--- config.mk ---
export PLATFORM = sky130hd
export DESIGN_NAME = sirq_periph
export DESIGN_NICKNAME = d
export VERILOG_FILES = /design/src/pkg/sirq_pkg.sv /design/src/verilog/sirq_periph.sv /design/src/verilog/sirq_sync.sv
export SDC_FILE = /design/constraint.sdc
export NUM_CORES = 1
export LEC_CHECK = 0
export BUFFER_PORTS_ARGS = -buffer_cell sky130_fd_sc_hd__buf_2
export CORE_MARGIN = 10
export CORE_UTILIZATION = 37
export CTS_BUF_LIST = sky130_fd_sc_hd__clkbuf_4
export DETAILED_ROUTE_END_ITERATION = 12
export PLACE_DENSITY_LB_ADDON = 0.08
export SKIP_LAST_GASP = 1
export SYNTH_ARGS = -nofsm -noshare
export SYNTH_HDL_FRONTEND = slang
export SYNTH_SLANG_ARGS = --single-unit
export TNS_END_PERCENT = 5
--- constraint.sdc ---
create_clock -name clk_sys -period 6.1 [get_ports clk_sys]
set_input_delay 1.22 -clock clk_sys [delete_from_list [all_inputs] [get_ports clk_sys]]
set_output_delay 1.22 -clock clk_sys [all_outputs]
set_load 0.05 [all_outputs]
--- src/pkg/sirq_pkg.sv ---
// sirq_pkg: shared types and constants for the serial interrupt peripheral.
// assumes the link clock is sampled by the system clock, far faster than the link.
package sirq_pkg;

    // frame geometry of one serial interrupt cycle
    localparam int unsigned FRAME_CNT = 32; // total frames a host may run
    localparam int unsigned OWN_FRAMES = 21; // frames this peripheral reports
    localparam logic [5:0] FRAME_LAST = 6'h20; // saturation value of the frame counter
    localparam logic [5:0] FRAME_PRE = 6'h3f; // wraps to frame 0 on the first step
    localparam logic [5:0] FRAME_OWN_END = 6'h15; // first frame index not owned here

    // phases inside one frame
    localparam logic [1:0] PH_SAMPLE = 2'h0;
    localparam logic [1:0] PH_RECOVER = 2'h1;
    localparam logic [1:0] PH_TURN = 2'h2;

    // pulse widths, in link clocks
    localparam logic [3:0] START_MIN_CLKS = 4'h4; // least start pulse width
    localparam logic [3:0] START_MAX_CLKS = 4'h8; // widest start pulse width
    localparam logic [3:0] STOP_QUIET_CLKS = 4'h2; // stop width choosing quiet mode
    localparam logic [3:0] STOP_CONT_CLKS = 4'h3; // stop width choosing continuous mode
    localparam logic [3:0] LOW_CNT_MAX = 4'hf; // saturation of the low-width counter

    // synchroniser depth for pins
    localparam int unsigned SYNC_STAGES = 2;

    // cycle sequencer states
    typedef enum logic [2:0] {
        ST_IDLE = 3'b000, // line idle, waiting for a start
        ST_QSTART = 3'b001, // driving the one-clock quiet start
        ST_START = 3'b010, // start pulse low, measuring it
        ST_FRAMES = 3'b011, // walking the data frames
        ST_STOP = 3'b100 // stop pulse low, measuring it
    } sirq_state_e;

    // interrupt sources reported on the line
    typedef struct packed {
        logic [3:0] pci_int; // inta..intd, bit 0 is inta
        logic iochck; // channel check
        logic smi; // system management interrupt
        logic [15:0] isa_irq; // legacy interrupts 0..15, bit 2 not reported
    } sirq_src_s;

    // state of the open-drain pin as driven by this block
    typedef struct packed {
        logic oe; // high while this block drives the pin
        logic o; // level driven while oe is high
    } sirq_pin_s;

endpackage

--- src/verilog/sirq_periph.sv ---
// sirq_periph: peripheral end of the shared serial interrupt line.
// assumes the link clock and the line arrive from pins; the sources come from logic on clk_sys.
`timescale 1ns/1ps

// What this block does
// - start pulse lasts four to eight clocks; the block counts the width but accepts any
// - quiet start: drive low one clock, release
// - reset enters continuous mode, waits for host
// - frame counting referenced to start rising edge
// - frame is sample, recovery, turn-around clocks
// - sample phase: pull low if source active
// - recovery drives high, turn-around released
// - first sample two clocks after reference, then three
// - fixed mapping of sources onto frames
// - stop width selects quiet or continuous mode
// - idle states or immediate start after stop accepted
// - open-drain line: pull low, drive high in recovery, or release
// - all timing counted in link clock periods
module sirq_periph (
    // system clock and reset
    input wire logic clk_sys,
    input wire logic reset_n,
    // link pins
    input wire logic link_clk,
    input wire logic shared_irq_line_i,
    output logic shared_irq_line_o,
    output logic shared_irq_line_oe,
    // interrupt sources, same clock domain
    input wire sirq_pkg::sirq_src_s irq_src,
    // status
    output logic quiet_mode,
    output logic cycle_active
);
    import sirq_pkg::*;

    // synchronised pins
    logic [1:0] pin_sync; // bit 1 link clock, bit 0 line level
    logic lclk_s; // synchronised link clock
    logic line_s; // synchronised line level
    logic lclk_last_q; // previous synchronised link clock
    logic lclk_rise; // one-cycle pulse on a link clock rising edge
    logic lclk_fall; // one-cycle pulse on a link clock falling edge
    logic line_smp_q; // line level caught mid-period

    // sequencer
    sirq_state_e state_q; // current state
    logic [3:0] low_cnt_q; // length of the current low pulse in link clocks
    logic [1:0] phase_q; // phase of the current link period
    logic [5:0] frame_q; // frame index of the current period, zero based
    logic drove_low_q; // this block pulled the line low in the sample phase
    logic quiet_q; // mode chosen by the last stop pulse
    sirq_pin_s pin_q; // registered pin drive

    // source mapping and change tracking
    logic [FRAME_CNT-1:0] frame_vec; // bit n is the value for frame n
    logic [FRAME_CNT-1:0] last_vec_q; // values last sent on the line
    logic change_pend; // a reported value differs from what was last sent

    // both link pins pass two flops before anything reads them
    sirq_sync #(.WIDTH(2)) u_sync (
        .clk_sys(clk_sys),
        .reset_n(reset_n),
        .async_in({link_clk, shared_irq_line_i}),
        .sync_out(pin_sync)
    );

    assign lclk_s = pin_sync[1];
    assign line_s = pin_sync[0];
    assign lclk_rise = lclk_s & ~lclk_last_q;
    assign lclk_fall = ~lclk_s & lclk_last_q;

    // fixed placement of sources on frames; unassigned frames stay released
    always_comb begin
        frame_vec = '0;
        frame_vec[0] = irq_src.isa_irq[0];
        frame_vec[1] = irq_src.isa_irq[1];
        frame_vec[2] = irq_src.smi;
        frame_vec[15:3] = irq_src.isa_irq[15:3];
        frame_vec[16] = irq_src.iochck;
        frame_vec[20:17] = irq_src.pci_int;
    end

    // a quiet start is only worth making when something has moved
    assign change_pend = (frame_vec != last_vec_q);

    // link clock edge finder; the line is caught mid-period so it has settled
    always_ff @(posedge clk_sys or negedge reset_n) begin
        if (!reset_n) begin
            lclk_last_q <= 1'b0;
            line_smp_q <= 1'b1;
        end else begin
            lclk_last_q <= lclk_s;
            if (lclk_fall) begin
                line_smp_q <= line_s;
            end
        end
    end

    // cycle sequencer; each step sees the line of the period just ended
    // and sets the drive for the period just begun
    always_ff @(posedge clk_sys or negedge reset_n) begin
        if (!reset_n) begin
            state_q <= ST_IDLE;
            low_cnt_q <= '0;
            phase_q <= PH_TURN;
            frame_q <= FRAME_PRE;
            drove_low_q <= 1'b0;
            quiet_q <= 1'b0;
            pin_q <= '{oe: 1'b0, o: 1'b0};
            last_vec_q <= '0;
        end else if (lclk_rise) begin
            // default: release the line; only the cases below drive it
            pin_q <= '{oe: 1'b0, o: 1'b0};
            case (state_q)
                ST_IDLE: begin
                    // a low line is a start from the host, or a peer's quiet start
                    if (!line_smp_q) begin
                        state_q <= ST_START;
                        low_cnt_q <= 4'h1;
                    end else if (quiet_q && change_pend) begin
                        // continuous mode never gets here: only the host starts
                        state_q <= ST_QSTART;
                        pin_q <= '{oe: 1'b1, o: 1'b0};
                    end
                end
                ST_QSTART: begin
                    // one clock of own drive done; the host carries the pulse on
                    state_q <= ST_START;
                    low_cnt_q <= 4'h1;
                end
                ST_START: begin
                    if (!line_smp_q) begin
                        // width is measured only for visibility; any 4..8 is accepted
                        if (low_cnt_q != LOW_CNT_MAX) begin
                            low_cnt_q <= low_cnt_q + 4'h1;
                        end
                    end else begin
                        // the period just ended was the first high one: the
                        // reference; the new period is one past it, a turn-around
                        state_q <= ST_FRAMES;
                        phase_q <= PH_TURN;
                        frame_q <= FRAME_PRE;
                        drove_low_q <= 1'b0;
                    end
                end
                ST_FRAMES: begin
                    if (phase_q == PH_RECOVER && !line_smp_q && !drove_low_q) begin
                        // low through sample and recovery without us: the stop
                        state_q <= ST_STOP;
                        low_cnt_q <= STOP_QUIET_CLKS;
                        drove_low_q <= 1'b0;
                    end else begin
                        case (phase_q)
                            PH_TURN: begin
                                // next frame begins with its sample phase
                                phase_q <= PH_SAMPLE;
                                if (frame_q != FRAME_LAST) begin
                                    frame_q <= frame_q + 6'h01;
                                end
                                if (frame_q == FRAME_PRE ||
                                        (frame_q + 6'h01) < FRAME_OWN_END) begin
                                    if (frame_vec[frame_q[4:0] + 5'h01]) begin
                                        pin_q <= '{oe: 1'b1, o: 1'b0};
                                        drove_low_q <= 1'b1;
                                    end else begin
                                        drove_low_q <= 1'b0;
                                    end
                                    last_vec_q[frame_q[4:0] + 5'h01] <=
                                        frame_vec[frame_q[4:0] + 5'h01];
                                end else begin
                                    drove_low_q <= 1'b0;
                                end
                            end
                            PH_SAMPLE: begin
                                // the frame's owner restores the line high
                                phase_q <= PH_RECOVER;
                                if (drove_low_q) begin
                                    pin_q <= '{oe: 1'b1, o: 1'b1};
                                end
                            end
                            default: begin
                                // recovery done: release for turn-around
                                phase_q <= PH_TURN;
                                drove_low_q <= 1'b0;
                            end
                        endcase
                    end
                end
                ST_STOP: begin
                    if (!line_smp_q) begin
                        if (low_cnt_q != LOW_CNT_MAX) begin
                            low_cnt_q <= low_cnt_q + 4'h1;
                        end
                    end else begin
                        // two clocks choose quiet, anything else falls back safe
                        quiet_q <= (low_cnt_q == STOP_QUIET_CLKS);
                        state_q <= ST_IDLE;
                        low_cnt_q <= '0;
                    end
                end
                default: begin
                    state_q <= ST_IDLE;
                end
            endcase
        end
    end

    // registered outputs; cycle_active is decoded from state_q
    assign shared_irq_line_o = pin_q.o;
    assign shared_irq_line_oe = pin_q.oe;
    assign quiet_mode = quiet_q;
    assign cycle_active = (state_q != ST_IDLE);

endmodule // sirq_periph

--- src/verilog/sirq_sync.sv ---
// sirq_sync: plain two-flop synchroniser for a group of asynchronous levels.
// assumes each bit is an independent level; no word coherence is promised.
`timescale 1ns/1ps
module sirq_sync #(
    parameter int unsigned WIDTH = 2
) (
    // clock and reset
    input wire logic clk_sys,
    input wire logic reset_n,
    // asynchronous levels in, synchronised levels out
    input wire logic [WIDTH-1:0] async_in,
    output logic [WIDTH-1:0] sync_out
);
    import sirq_pkg::*;

    logic [WIDTH-1:0] meta_q; // first stage, read only by the second stage

    // two stages; the first is never looked at by any other logic
    always_ff @(posedge clk_sys or negedge reset_n) begin
        if (!reset_n) begin
            meta_q <= '0;
            sync_out <= '0;
        end else begin
            meta_q <= async_in;
            sync_out <= meta_q;
        end
    end
endmodule // sirq_sync
==> results.py, run 1 <==
metrics = {
    "outcome": {
        "outcome": "finished, final reports clean",
    },
    "setup_path": {
        "crit_type": "flop to flop",
        "worstPathMaxFanout": 26,
        "critPathArrivalTime_ns": 3.60,
        "start_kind": "flop",
        "endpoint": "last_vec_q[22]",
        "reg2reg_to": "last_vec_q[22]",
        "r2r_cells": 7,
        "critPathCaptureType": "flop",
        "r2r_setup_slack_ns": 2.79,
        "cp-startpoint": "frame_q[0]",
        "timing.rr.start": "frame_q[0]",
        "required_ns": 6.39,
    },
    "synthesis": {
        "synth_most_common_cell": "dfrtp_1",
        "yosys_warnings": 0,
        "syn_nets": 350,
        "synthTopCellsByCount": "dfrtp_1 (49), nand2_1 (35), mux2_2 (25), nor2_1 (22), xor2_1 (18)",
        "synth_cell_types": 55,
        "yosysTopAreaCell": "dfrtp_1",
        "synth_top_area_share_pct": 37.5,
        "ys_seq_elements": 57,
        "synthFlopType": "dfrtp_1",
        "synth_area_leaders": "dfrtp_1 (37%), mux2_2 (8.6%), dfstp_2 (6.4%), xor2_1 (4.8%), nand2_1 (4.0%)",
        "ys_seq_area_share_pct": 43.9,
        "syn_area_um2": 3270,
        "async_flop_share_pct": 100,
        "synth-edff-count": 0,
        "avgSynthCellArea_um2": 10.3,
        "postSynthCellCount": 317,
    },
    "flow_run": {
        "drv_cap": 0,
    },
    "finish": {
        "design_area_um2": 3570,
        "diodes": 0,
        "fin_cells": 446,
        "multi_input_area_um2": 1680,
        "ff_latch_area_um2": 1440,
        "drive_above_1_share_pct": 26.9,
        "syn2layout_area_growth_pct": 9.06,
        "nNetsFinal": 366,
        "n_fill_cell": 897,
    },
    "die": {
        "die-area_um2": 13000,
        "io_pins": 30,
        "dieWidth_um": 114,
        "die_h_um": 114,
        "num_rows": 34,
        "core_um2": 8680,
        "start_util_pct": 37.7,
    },
    "grt": {
        "antenna_found_initial": 0,
        "grt_pass1_vias": 2458,
        "grt_overflow_total": 0,
        "grt_max_degree": 58,
        "grt_pass1_wl_um": 13000,
        "grtUsageTotal_pct": 12.2,
    },
    "timing": {
        "fmax_mhz": 302,
        "clock_skew_ns": 0.0186,
        "final_hold_viol_count": 0,
        "worst_pin_slew_ns": 0.850,
        "max_slew_margin_pct": 42.8,
        "min_period_ns": 3.31,
        "grt_setup_unrepaired": "no",
        "setup_tns_ns": 0,
        "setup_ws_ns": 2.79,
        "setup_viol": 0,
        "holdWs_ns": 0.358,
        "period_share_pct": 54.2,
        "drv_slew": 0,
    },
    "routing": {
        "first_pass_iters": 4,
        "final_antenna_net_count": 0,
        "routedWlPerCell_um": 16.9,
        "vias": 2397,
        "drc": 0,
        "wl_um": 7540,
        "drt_iter0_drc": 169,
        "viasPerCell": 5.37,
    },
    "placed_design": {
        "gp_congestion": 0.790,
        "port_buffers": 28,
        "dpl.hpwl_um": 5370,
        "pre_cts_ws_ns": 2.85,
        "dp.cells": 430,
        "place_area_um2": 3430,
    },
    "clock_tree": {
        "clk_pin_slew_ns": 0.10,
        "cts.sinks": 57,
        "post_cts_buffers": 0,
        "cts.path.max_buffers": 2,
        "cts_hold_buf": 0,
        "cts_buffers": 9,
        "tritoncts": "built",
        "ctsResizeCount": 0,
        "worst_skew_pair.late_latency_ns": 0.41,
        "cts_htree_levels": 3,
        "clock_tree.root_cell": "clkbuf_4",
    },
    "pwr": {
        "p_per_area_nw_per_um2": 451,
        "max-vdd-ir-drop_v": 0.000283,
        "p_leak_nw": 1.50,
    },
    "min_path": {
        "hold_class": "flop to flop",
    },
}
==> state kept, by name (all words and copies together) (netlist names) <==
register            flops
phase_q                 2
last_vec_q             32
u_sync.meta_q           2
drove_low_q             1
lclk_last_q             1
frame_q                 6
low_cnt_q               4
shared_irq_line_oe      1
quiet_mode              1
u_sync.sync_out         2
shared_irq_line_o       1
state_q                 3
line_smp_q              1
==> worst max-delay path: stages, from the launching register on <==
cell and delay [ns]:
dfstp_2 0.67, ha_1 0.49, xor2_1 0.55, mux4_2 0.41
mux2i_1 0.20, o22ai_1 0.11, a311o_4 0.46, mux2_2 0.31
==> per-stage QoR <==
| step | utilization (%) | total power, W |
|---|---|---|
| finish | 41.1 | 0.00161 |
| CTS | 41.1 | 0.00162 |
| global placement | 39.5 | 0.00133 |
| global route | 41.1 | 0.00175 |
| detailed placement | 39.5 | 0.00133 |
| floorplan | - | 0.00120 |
==> placed cells by master, fill, tap and decap left out, drive strengths merged, types with 3 or more instances in the layout <==
master	n
clkbuf	9
buf	29
nor2b	3
nand3	4
and3	9
clkinv	4
o21a	3
inv	10
mux2i	3
nand4	4
ha	7
xnor2	8
nor2	23
nor4	7
dfstp	8
a21oi	17
and2	3
nand2	36
nand2b	6
o21ai	11
mux2	26
mux4	5
nor3	3
xor2	18
dfrtp	49
==> logic make-up (layout without fill, tap and decap cells) <==
kind of cell	Yosys count	in the layout	synth area share [%]
AND/OR/NAND/NOR	104	104	15.8
flip-flops	57	57	43.9
AO/OA/AOI/OAI	56	56	12.3
multiplexers	34	34	13.5
buffers and inverters	33	54	4.82
XOR/XNOR	26	26	6.96
adder cells (fa/ha/maj)	7	7	2.68
==> layer usage <==
layer  up-vias  part of all wire, %  GRT usage [%]
met5         -                    0              0
met2        49                   45           17.7
li1       1149                    -              -
met1      1189                   49           17.3
met4         0                  1.5           4.76
met3        10                  4.2           2.62
==> report_power, final <==
group          internal, W  total, W  switching, W  leakage (nW)
Sequential        0.000465  0.000578      0.000113         0.658
Combinational     0.000298  0.000748      0.000450         0.769
Clock             0.000125  0.000284      0.000159        0.0761
Total             0.000888   0.00161      0.000721          1.50
==> layout make-up <==
type	instances	area share [%]
multi-input cells	227	47.0
flip-flops and latches	57	40.3
repair buffers	29	4.14
well taps	108	3.79
clock inverters	7	1.96
clock buffers	9	1.89
inverters	9	0.947
==> worst min-delay path by stage <==
stage / from / end / slack, ns / depth (start not counted)
after floorplan: u_sync.meta_q[0] / u_sync.sync_out[0] / 0.33 / 0
after global placement: u_sync.meta_q[1] / u_sync.sync_out[1] / 0.33 / 0
after detailed placement: u_sync.meta_q[1] / u_sync.sync_out[1] / 0.33 / 0
after CTS: u_sync.meta_q[1] / u_sync.sync_out[1] / 0.36 / 0
after global routing: u_sync.meta_q[1] / u_sync.sync_out[1] / 0.38 / 0
final: u_sync.meta_q[1] / u_sync.sync_out[1] / 0.36 / 0
(Power assumes the default switching activity.)
==> run 2, diff against run 1 <==
Clock period 6.1 ns to 2.9 ns, I/O delays scaled along.
==> run 2 against run 1 <==
Wire length grew 1.4%; highest routed layer unchanged; power grew 130%; critical path type unchanged; combinational power grew 120%; register-to-register slack lost 2.6 ns; largest cell class unchanged; fmax grew 21%; final area grew 3.3%; largest power group unchanged; critical endpoint is now last_vec_q[9]; clock power grew to 2.8 times the previous value; clock skew grew 0.0020 ns; count of clock-buffer cells in the layout is the same.
==> results.py, run 2 (synthesis results as in run 1) <==
metrics = {
    "setup_path": {
        "cpMaxStageDelayCell": "dfstp_2",
        "required_ns": 3.19,
        "critical_path.top_delay_family": "multiplexers",
        "start_kind": "flop",
        "worstPathMaxFanout": 26,
        "crit_type": "flop to flop",
        "slowest_delay_ns": 0.55,
        "r2r_cells": 7,
        "path_cells": "inv_1 > ha_2 > mux4_2 > mux2i_1 > o22ai_1 > a311o_4 > mux2_2",
        "reg2reg_to": "last_vec_q[9]",
        "timing.rr.start": "frame_q[1]",
        "crit_buf_inv": 1,
        "r2r_setup_slack_ns": 0.15,
        "critPathCaptureType": "flop",
        "critPathArrivalTime_ns": 3.03,
    },
    "grt": {
        "grt_pass1_vias": 2451,
        "grt_max_degree": 30,
        "grt_overflow_total": 0,
        "antenna_found_initial": 0,
        "grt_pass1_wl_um": 13000,
        "grtUsageTotal_pct": 12.4,
    },
    "finish": {
        "syn2layout_area_growth_pct": 12.7,
        "diodes": 0,
        "layout_commonest_cell": "dfrtp_1",
        "nNetsFinal": 374,
        "drive_above_1_share_pct": 28.9,
        "layout_common_cells": "dfrtp_1 (49), nand2_1 (35), buf_2 (28)",
        "reg_top3": "last_vec_q (32), frame_q (6), low_cnt_q (4)",
        "largest_register_ffs": 32,
        "largest-register": "last_vec_q",
    },
    "die": {
        "die-area_um2": 13000,
        "die_h_um": 114,
        "dieWidth_um": 114,
        "start_util_pct": 37.7,
        "core_um2": 8680,
        "io_pins": 30,
        "num_rows": 34,
    },
    "clock_tree": {
        "cts_htree_levels": 3,
        "cts.path.max_buffers": 2,
        "clk_pin_slew_ns": 0.13,
        "cts.sinks": 57,
        "worst_skew_pair.late_latency_ns": 0.41,
        "post_cts_buffers": 0,
        "tritoncts": "built",
        "cts_buffers": 9,
        "clock_tree.root_cell": "clkbuf_4",
    },
    "placed_design": {
        "port_buffers": 28,
        "gp_congestion": 0.779,
        "dpl.hpwl_um": 5690,
    },
    "timing": {
        "worst_pin_slew_ns": 0.822,
        "min_period_ns": 2.75,
        "max_slew_margin_pct": 44.7,
        "clock_skew_ns": 0.0206,
        "final_hold_viol_count": 0,
        "fmax_mhz": 364,
        "setup_viol": 0,
        "grt_setup_unrepaired": "no",
        "setup_tns_ns": 0,
        "drv_slew": 0,
        "period_share_pct": 94.7,
    },
    "flow_run": {
        "drv_cap": 0,
    },
    "routing": {
        "final_antenna_net_count": 0,
        "first_pass_iters": 4,
        "routedWlPerCell_um": 16.8,
        "vias": 2387,
        "drt_iter0_drc": 106,
        "wl_um": 7640,
        "drc": 0,
        "viasPerCell": 5.26,
    },
    "pwr": {
        "p_per_area_nw_per_um2": 993,
        "max-vdd-ir-drop_v": 0.000503,
        "power_w": 0.00366,
        "p_leak_nw": 1.56,
    },
    "outcome": {
        "outcome": "finished, final reports clean",
    },
    "min_path": {
        "hold_class": "input port to asynchronous set/reset pin",
    },
}
-- run 2: power by group --
part,internal (W),switching [W]
logic,0.000700,0.000976
clock network,0.000445,0.000349
registers,0.000977,0.000214
total,0.00212,0.00154
-- run 2: timing repair --
item	CTS	global route
setup endpoints to repair	0	24
gates resized for setup	0	1
hold buffers	0	0
-- run 2: layer usage --
layer	part of all wire [%]	GRT usage, %	wire [um]
met2	45	17.8	3410
met1	49	17.4	3770
met3	5.1	3.83	390
met4	0.85	3.93	65
met5	0	0	0
-- run 2: cell type report --
class / instances / area, um2
Sequential cell: 57 / 1440
Clock buffer: 9 / 67.6
Clock inverter: 7 / 125
Inverter: 9 / 33.8
Tap cell: 108 / 135
Fill cell: 877 / 4990
Multi-Input combinational cell: 227 / 1680
Timing Repair Buffer: 37 / 208
-- run 2: worst max-delay path by stage --
stage	startpoint	to	slack, ns	cells past startpoint
after global placement	frame_q[0]	last_vec_q[16]	0.09	7
after detailed placement	frame_q[1]	last_vec_q[13]	0.08	7
final	frame_q[1]	last_vec_q[9]	0.15	7
after floorplan	frame_q[0]	last_vec_q[19]	0.11	9
after global routing	frame_q[1]	last_vec_q[9]	0.003	7
after CTS	frame_q[1]	last_vec_q[15]	0.05	7
-- run 2: metrics by stage --
step	cells	instance area, um2	util, %	setup slack [ns]	hold WS (ns)
after floorplan	317	3270	-	0.114	0.284
after global placement	438	3490	40.2	0.0906	0.333
final	454	3690	42.5	0.154	0.203
after detailed placement	438	3490	40.2	0.0831	0.336
after global routing	454	3690	42.5	0.00337	0.236
after CTS	454	3680	42.4	0.0514	0.211
